<file path="src/rtl/pdsc_regs.vh">
// register offsets, field positions and reset values of the pll divider and sync config bank
`ifndef PDSC_REGS_VH
`define PDSC_REGS_VH
`define PDSC_ADDR_W            7
`define PDSC_OFF_DIV_CFG       7'h0d
`define PDSC_OFF_LOCK_STAT     7'h0e
`define PDSC_OFF_BAND_STAT     7'h0f
`define PDSC_OFF_SYNC_CFG      7'h10
`define PDSC_DIV_CFG_MASK      8'hdf
`define PDSC_SYNC_CFG_MASK     8'hcf
`define PDSC_DIV_CFG_RST       8'hd9
`define PDSC_SYNC_CFG_RST      8'h48
`define PDSC_CTL_DIV_HI        7
`define PDSC_CTL_DIV_LO        6
`define PDSC_XPT_EN_BIT        4
`define PDSC_VCO_DIV_HI        3
`define PDSC_VCO_DIV_LO        2
`define PDSC_LOOP_DIV_HI       1
`define PDSC_LOOP_DIV_LO       0
`define PDSC_LOCK_BIT          7
`define PDSC_SYNC_EN_BIT       7
`define PDSC_SYNC_RATE_BIT     6
`define PDSC_SYNC_EDGE_BIT     3
`define PDSC_SYNC_AVG_HI       2
`define PDSC_SYNC_AVG_LO       0
`endif

</file>
<file path="src/rtl/pdsc_sync2.v">
// two-flop synchroniser for status levels arriving from the analog pll
`timescale 1ns/1ps
`default_nettype none
module pdsc_sync2 #(
   parameter W = 1
) (
   input  wire         mclk_in,
   input  wire         rst_in,
   input  wire [W-1:0] d_in,
   output reg  [W-1:0] q_out
);
   reg [W-1:0] meta; // first stage, read only by q_out

   // plain two-stage chain; status is quasi-static so no coherency stage is needed
   always @(posedge mclk_in) begin
      if (rst_in) begin
         meta  <= {W{1'b0}};
         q_out <= {W{1'b0}};
      end else begin
         meta  <= d_in;
         q_out <= meta;
      end
   end
endmodule // pdsc_sync2
`default_nettype wire

</file>
<file path="src/rtl/pdsc_bank.v">
// register bank holding pll divider settings, pll status readback and sync configuration
`timescale 1ns/1ps
`default_nettype none
`include "pdsc_regs.vh"
// Function
// - controller clock divider: 2,4,8,16, default 16
// - cross-point controller enable, resets to one
// - vco divider: 1,1,4,4, resets to 10
// - loop divider: 2,4,8,16, resets to 01
// - lock bit reads live tracking status
// - four-bit vco control voltage readback
// - six-bit vco band readback
// - sync enable, resets to zero
// - sync rate: fifo rate or data rate
// - sync edge select, rising by default
// - averaging code 000 means one sample
// - averaging codes double sample count up to 128
module pdsc_bank (
   input  wire        mclk_in,            // converter main clock
   input  wire        rst_in,             // synchronous reset, active high
   input  wire        wr_en_in,           // one-cycle write strobe from serial port
   input  wire        rd_en_in,           // one-cycle read strobe from serial port
   input  wire [6:0]  addr_in,            // register address
   input  wire [7:0]  wdata_in,           // write data
   output reg  [7:0]  rdata_out,          // read data, valid the cycle after rd_en_in
   input  wire        pll_locked_in,      // async lock level from pll
   input  wire [3:0]  vco_voltage_in,     // async coded vco control voltage
   input  wire [5:0]  vco_band_in,        // async selected vco band
   output reg  [4:0]  controller_clock_divider_out, // ratio value 2..16
   output reg         xpt_ctrl_en_out,    // cross-point controller enable
   output reg  [2:0]  vco_output_divider_out,       // ratio value 1 or 4
   output reg  [4:0]  loop_feedback_divider_out,    // ratio value 2..16
   output reg         sync_en_out,        // sync logic enable
   output reg         sync_data_rate_out, // 1 = data rate, 0 = fifo reset rate
   output reg         sync_rising_out,    // 1 = rising edge, 0 = falling edge
   output reg  [7:0]  sync_avg_count_out  // samples averaged, 1..128
);
   reg  [7:0] div_cfg;   // stored divider config
   reg  [7:0] sync_cfg;  // stored sync config
   wire       lock_s;    // synchronised lock level
   wire [3:0] volt_s;    // synchronised voltage code
   wire [5:0] band_s;    // synchronised band
   reg  [7:0] next_rdata; // read mux result

   // 2-bit code to power-of-two ratio 2..16, shared by two dividers
   function [4:0] pow2_ratio;
      input [1:0] code;
      begin
         pow2_ratio = 5'h02 << code;
      end
   endfunction

   // status pins come from the analog side: two flops before any read
   pdsc_sync2 #(.W(11)) u_sync (
      .mclk_in (mclk_in),
      .rst_in  (rst_in),
      .d_in    ({pll_locked_in, vco_voltage_in, vco_band_in}),
      .q_out   ({lock_s, volt_s, band_s})
   );

   // writable registers; unassigned bits are masked so they stay zero
   always @(posedge mclk_in) begin
      if (rst_in) begin
         div_cfg  <= `PDSC_DIV_CFG_RST;
         sync_cfg <= `PDSC_SYNC_CFG_RST;
      end else if (wr_en_in) begin
         if (addr_in == `PDSC_OFF_DIV_CFG)
            div_cfg <= wdata_in & `PDSC_DIV_CFG_MASK;
         else if (addr_in == `PDSC_OFF_SYNC_CFG)
            sync_cfg <= wdata_in & `PDSC_SYNC_CFG_MASK;
      end
   end

   // read mux; status registers show live synchronised values
   always @* begin
      case (addr_in)
         `PDSC_OFF_DIV_CFG:   next_rdata = div_cfg;
         `PDSC_OFF_LOCK_STAT: next_rdata = {lock_s, 3'h0, volt_s};
         `PDSC_OFF_BAND_STAT: next_rdata = {2'h0, band_s};
         `PDSC_OFF_SYNC_CFG:  next_rdata = sync_cfg;
         default:             next_rdata = 8'h00; // unmapped reads zero
      endcase
   end

   // decoded reset values of the field outputs; they must agree with what
   // the reset bytes of the two writable registers decode to, otherwise the
   // outputs would step once in the first cycle after reset
   localparam [4:0] CTL_DIV_RST  = 5'h10; // code 11 gives divide by 16
   localparam       XPT_EN_RST   = 1'b1;  // cross-point controller on
   localparam [2:0] VCO_DIV_RST  = 3'h4;  // code 10 gives divide by 4
   localparam [4:0] LOOP_DIV_RST = 5'h04; // code 01 gives divide by 4
   localparam       SYNC_EN_RST  = 1'b0;  // sync logic off
   localparam       SYNC_RT_RST  = 1'b1;  // data rate
   localparam       SYNC_EDG_RST = 1'b1;  // rising edge
   localparam [7:0] AVG_RST      = 8'h01; // code 000 gives one sample

   // read data register: loads only on a read strobe, so a host that
   // samples late still sees the byte it asked for
   // status bytes are captured here, so a read is a snapshot of the
   // synchronised levels, not a live wire into the analog side
   always @(posedge mclk_in) begin
      if (rst_in) begin
         rdata_out <= 8'h00; // nothing read yet
      end else if (rd_en_in) begin
         rdata_out <= next_rdata;
      end
   end

   // controller clock divider ratio
   // outputs lag the register by one cycle, accepted to keep them flop-driven;
   // the analog divider only sees a quasi-static level, so the lag is harmless
   always @(posedge mclk_in) begin
      if (rst_in) begin
         controller_clock_divider_out <= CTL_DIV_RST; // default 16
      end else begin
         controller_clock_divider_out <=
            pow2_ratio(div_cfg[`PDSC_CTL_DIV_HI:`PDSC_CTL_DIV_LO]);
      end
   end

   // cross-point controller enable
   // a plain copy of the stored bit, registered for a clean output
   always @(posedge mclk_in) begin
      if (rst_in) begin
         xpt_ctrl_en_out <= XPT_EN_RST; // controller active after reset
      end else begin
         xpt_ctrl_en_out <= div_cfg[`PDSC_XPT_EN_BIT];
      end
   end

   // vco output divider ratio
   // high code bit alone picks 4, so 00/01 both give 1; the low bit is
   // stored and read back but has no effect on the ratio
   always @(posedge mclk_in) begin
      if (rst_in) begin
         vco_output_divider_out <= VCO_DIV_RST; // default 4
      end else if (div_cfg[`PDSC_VCO_DIV_HI]) begin
         vco_output_divider_out <= 3'h4; // codes 10 and 11
      end else begin
         vco_output_divider_out <= 3'h1; // codes 00 and 01
      end
   end

   // loop feedback divider ratio
   // shares the power-of-two decode with the controller divider
   always @(posedge mclk_in) begin
      if (rst_in) begin
         loop_feedback_divider_out <= LOOP_DIV_RST; // default 4
      end else begin
         loop_feedback_divider_out <=
            pow2_ratio(div_cfg[`PDSC_LOOP_DIV_HI:`PDSC_LOOP_DIV_LO]);
      end
   end

   // sync logic enable
   // off after reset so no stray sync edge is acted on before setup
   always @(posedge mclk_in) begin
      if (rst_in) begin
         sync_en_out <= SYNC_EN_RST; // sync off
      end else begin
         sync_en_out <= sync_cfg[`PDSC_SYNC_EN_BIT];
      end
   end

   // sync rate select: 1 runs at the data rate, 0 at the fifo reset rate
   always @(posedge mclk_in) begin
      if (rst_in) begin
         sync_data_rate_out <= SYNC_RT_RST; // data rate
      end else begin
         sync_data_rate_out <= sync_cfg[`PDSC_SYNC_RATE_BIT];
      end
   end

   // sync edge select: 1 starts on a rising edge, 0 on a falling edge
   always @(posedge mclk_in) begin
      if (rst_in) begin
         sync_rising_out <= SYNC_EDG_RST; // rising edge
      end else begin
         sync_rising_out <= sync_cfg[`PDSC_SYNC_EDGE_BIT];
      end
   end

   // sync averaging count
   // the count doubles with every code step, so a shift of one is enough;
   // the eight-bit output holds the largest count of 128 exactly
   always @(posedge mclk_in) begin
      if (rst_in) begin
         sync_avg_count_out <= AVG_RST; // one sample
      end else begin
         sync_avg_count_out <=
            8'h01 << sync_cfg[`PDSC_SYNC_AVG_HI:`PDSC_SYNC_AVG_LO];
      end
   end
endmodule // pdsc_bank
`default_nettype wire

</file>
<file path="config.mk">
export PLATFORM = sky130hd
export DESIGN_NAME = pdsc_bank
export DESIGN_NICKNAME = d
export VERILOG_FILES = /design/src/rtl/pdsc_sync2.v /design/src/rtl/pdsc_bank.v
export VERILOG_INCLUDE_DIRS = /design/src /design/src/rtl
export SDC_FILE = /design/constraint.sdc
export NUM_CORES = 1
export LEC_CHECK = 0
export BUFFER_PORTS_ARGS = -buffer_cell sky130_fd_sc_hd__buf_2
export CORE_MARGIN = 2
export CORE_UTILIZATION = 35
export DETAILED_ROUTE_END_ITERATION = 7
export GPL_ROUTABILITY_DRIVEN = 0
export PLACE_DENSITY_LB_ADDON = 0.1
export SLEW_MARGIN = 20
export SYNTH_ARGS = -nofsm -noshare
export SYNTH_HDL_FRONTEND = slang
export SYNTH_SLANG_ARGS = --single-unit
</file>
<file path="constraint.sdc">
create_clock -name mclk_in -period 1.25 [get_ports mclk_in]
set_input_delay 0.0625 -clock mclk_in [delete_from_list [all_inputs] [get_ports mclk_in]]
set_output_delay 0.0625 -clock mclk_in [all_outputs]
set_load 0.005 [all_outputs]
</file>
==> metrics.cfg <==
[drt]
routed.top_layer = met4
drt_wl_total_um = 4550
wl_per_cell_um = 11.7
vias = 1726
drt-pass1-iter-count = 4
vias_per_cell = 4.45
drtIter0Drc = 45
wl_met3_um = 259
wl_met2_um = 2110
drc = 0
wl_met1_um = 2080
antenna_left = 0

[sta]
finalSetupViolCount = 0
fin_crit_sh_pct = 93.3
finClkSkew_ns = 0.00519
period_minus_slack_ns = 1.17
hold_viol = 0
fmax_mhz = 857
timing.final.ws_setup_ns = 0.0834
rsz0062_at_grt = false
slew_violations = 0

[logic_synthesis]
ys_warn_count = 0
synth_top_area_cell = dfxtp_1
synth_top_area_share_pct = 58.8
ys_async_sr_fraction_pct = 0
synth_flop_cell = dfxtp_1
ys_seq_elements = 65
synth.cell_area_mm2 = 0.00221
ys_types = 33
syn_area_per_cell_um2 = 10.3
synth.yosys.seq_area_share_pct = 58.8
synthCells = 215
synth_edf_count = 0
netlist_top_cells_area = dfxtp_1, nor2b_1, mux2_2

[worst_setup_path]
crit_type = reg2reg
cp_num_buf_inv = 0
critPathMaxFanout = 2
cpMaxStageDelayCell = dfxtp_1
crit_arrival_ns = 1.40
worstPathCellList = mux2_2 > a22o_1 > a22oi_2 > o21ai_1
max_stage_delay_ns = 0.31
critPathLaunchType = flip-flop
cp.required_ns = 1.48
crit_path_end_kind = flip-flop
crit_family = compound AO/OA/AOI/OAI gates

[clock_tree]
clkLatencyLatePin_ns = 0.34
cts_tree = yes
clockRootBuffer = clkbuf_8
cts_inserted_buffers = 9
cts.path.max_buffers = 2
clock-sinks = 65
htree_levels = 3
path_clk_slew_ns = 0.06

[layout]
final_cells = 388
fillCellCount = 597
syn_to_final_growth_pct = 37.9
diodes = 0
final_nets = 338
drive_gt1_share_pct = 33.5

[power_and_ir_drop]
powerDensity_mw_per_mm2 = 1330
p_leak_nw = 1.28
ir_drop_v = 0.000843

[grt]
grt_start_max_net_pins = 40
grt_pass1_vias = 1648
antenna_found_initial = 0
grt.overflow.total = 0
grt_pass1_wl_um = 7530
grt_util_all_layers_pct = 14.1

[floorplan]
core_mm2 = 0.00603
initial_core_util_pct = 36.7
die_area_mm2 = 0.00697
die_y_um = 83.5
rows = 28
die_x_um = 83.5
pin_count = 63

[placed_design]
io_buffers = 58
dp_hpwl_um = 3270
pre_cts_ws_ns = -0.190
place_inst = 354

[outcome]
status = finished, final reports clean

[run]
maxCapViolCount = 0

[hold_path]
min_path_type = in2reg

[report_power, final]
part | internal (mW) | switching, mW | total, mW
combinational | 0.138 | 0.104 | 0.242
clock | 0.971 | 0.725 | 1.70
sequential | 2.11 | 0.00761 | 2.11
[area by class of cell]
class	instances	area (um2)	share of cell area (%)
sequential	65	1300	42.7
clock inverter	3	40.0	1.31
clock buffer	13	149	4.88
tap	75	93.8	3.08
inverter	3	11.3	0.369
timing repair buffer	95	613	20.1
multi-input combinational	134	842	27.6
[path summary, 6_finish.rpt]
kind,startpoint,to,slack [ns],cells past startpoint
setup / recovery,div_cfg[3],rdata_out[3],0.08,4
hold / removal,rd_en_in,rdata_out[4],0.04,3
setup reg to reg,div_cfg[3],rdata_out[3],0.08,4
hold reg to reg,u_sync.meta[8],u_sync.q_out[8],0.44,1
[kinds of logic (layout without fill, tap and decap cells)]
| family | after synthesis | count (layout) | share of synthesized area (%) |
|---|---|---|---|
| buf+inv | 18 | 114 | 3.96 |
| mux | 7 | 7 | 3.45 |
| flops | 65 | 65 | 58.8 |
| simple gates | 93 | 93 | 23.9 |
| compound gates | 31 | 31 | 9.67 |
| other cells | 1 | 3 | 0.170 |
[sequential cells by signal (all words and copies together), names as in the netlist]
name,count
sync_cfg,6
div_cfg,7
sync_avg_count_out,8
u_sync.q_out,11
sync_data_rate_out,1
vco_output_divider_out,2
controller_clock_divider_out,4
sync_rising_out,1
xpt_ctrl_en_out,1
u_sync.meta,11
loop_feedback_divider_out,4
sync_en_out,1
rdata_out,8
[per-layer routing]
layer	track usage, %	up-vias
li1	-	910
met1	16.1	760
met2	22.9	45
met3	5.24	11
met4	7.48	0
met5	0	-
[Yosys cell counts, types with 5 or more instances]
library cell / instances
mux2_2: 5
a211o_1: 5
nor2b_1: 30
or2_2: 5
nor3_1: 10
nor2_1: 8
a22oi_1: 5
a21oi_1: 6
dfxtp_1: 65
a22o_1: 5
nand2_1: 13
nand3_1: 7
clkbuf_1: 7
nand2b_1: 5
[per-stage QoR]
stage	total power, mW	area (um2)	util (%)	hold WS, ns	setup TNS [ns]
2_1_floorplan	2.27	2230	-	0.180	-0.101
4_1_cts	4.13	3050	50.5	0.0180	0
3_3_place_gp	2.36	2680	44.4	0.272	-1.75
6_report	4.05	3050	50.6	0.0362	0
5_1_grt	4.26	3050	50.6	0.0565	0
3_5_place_dp	2.36	2680	44.4	0.271	-1.78
[cell usage in the layout, fill, tap and decap left out, types with 6 or more instances in the layout]
master,netlist,layout
buf_4,4,19
nor2_1,8,8
nand2_1,13,13
nand3_1,7,7
buf_2,4,58
a21oi_1,6,6
nor3_1,10,10
dlygate4sd3_1,0,18
dfxtp_1,65,65
nor2b_1,30,30
clkbuf_8,0,10
[what timing repair did]
item                                   CTS  global route
gates resized for setup                  0             1
buffers inserted                         0             0
endpoints found under the hold margin   22             0
setup endpoints to repair                0             1
hold buffers                            18             0
[worst reg2reg max path, stage by stage (launching register included)]
cell and delay [ns]:
dfxtp_1 0.31, mux2_2 0.25, a22o_1 0.26, a22oi_2 0.17, o21ai_1 0.07
Power figures use the tool's default switching activity.
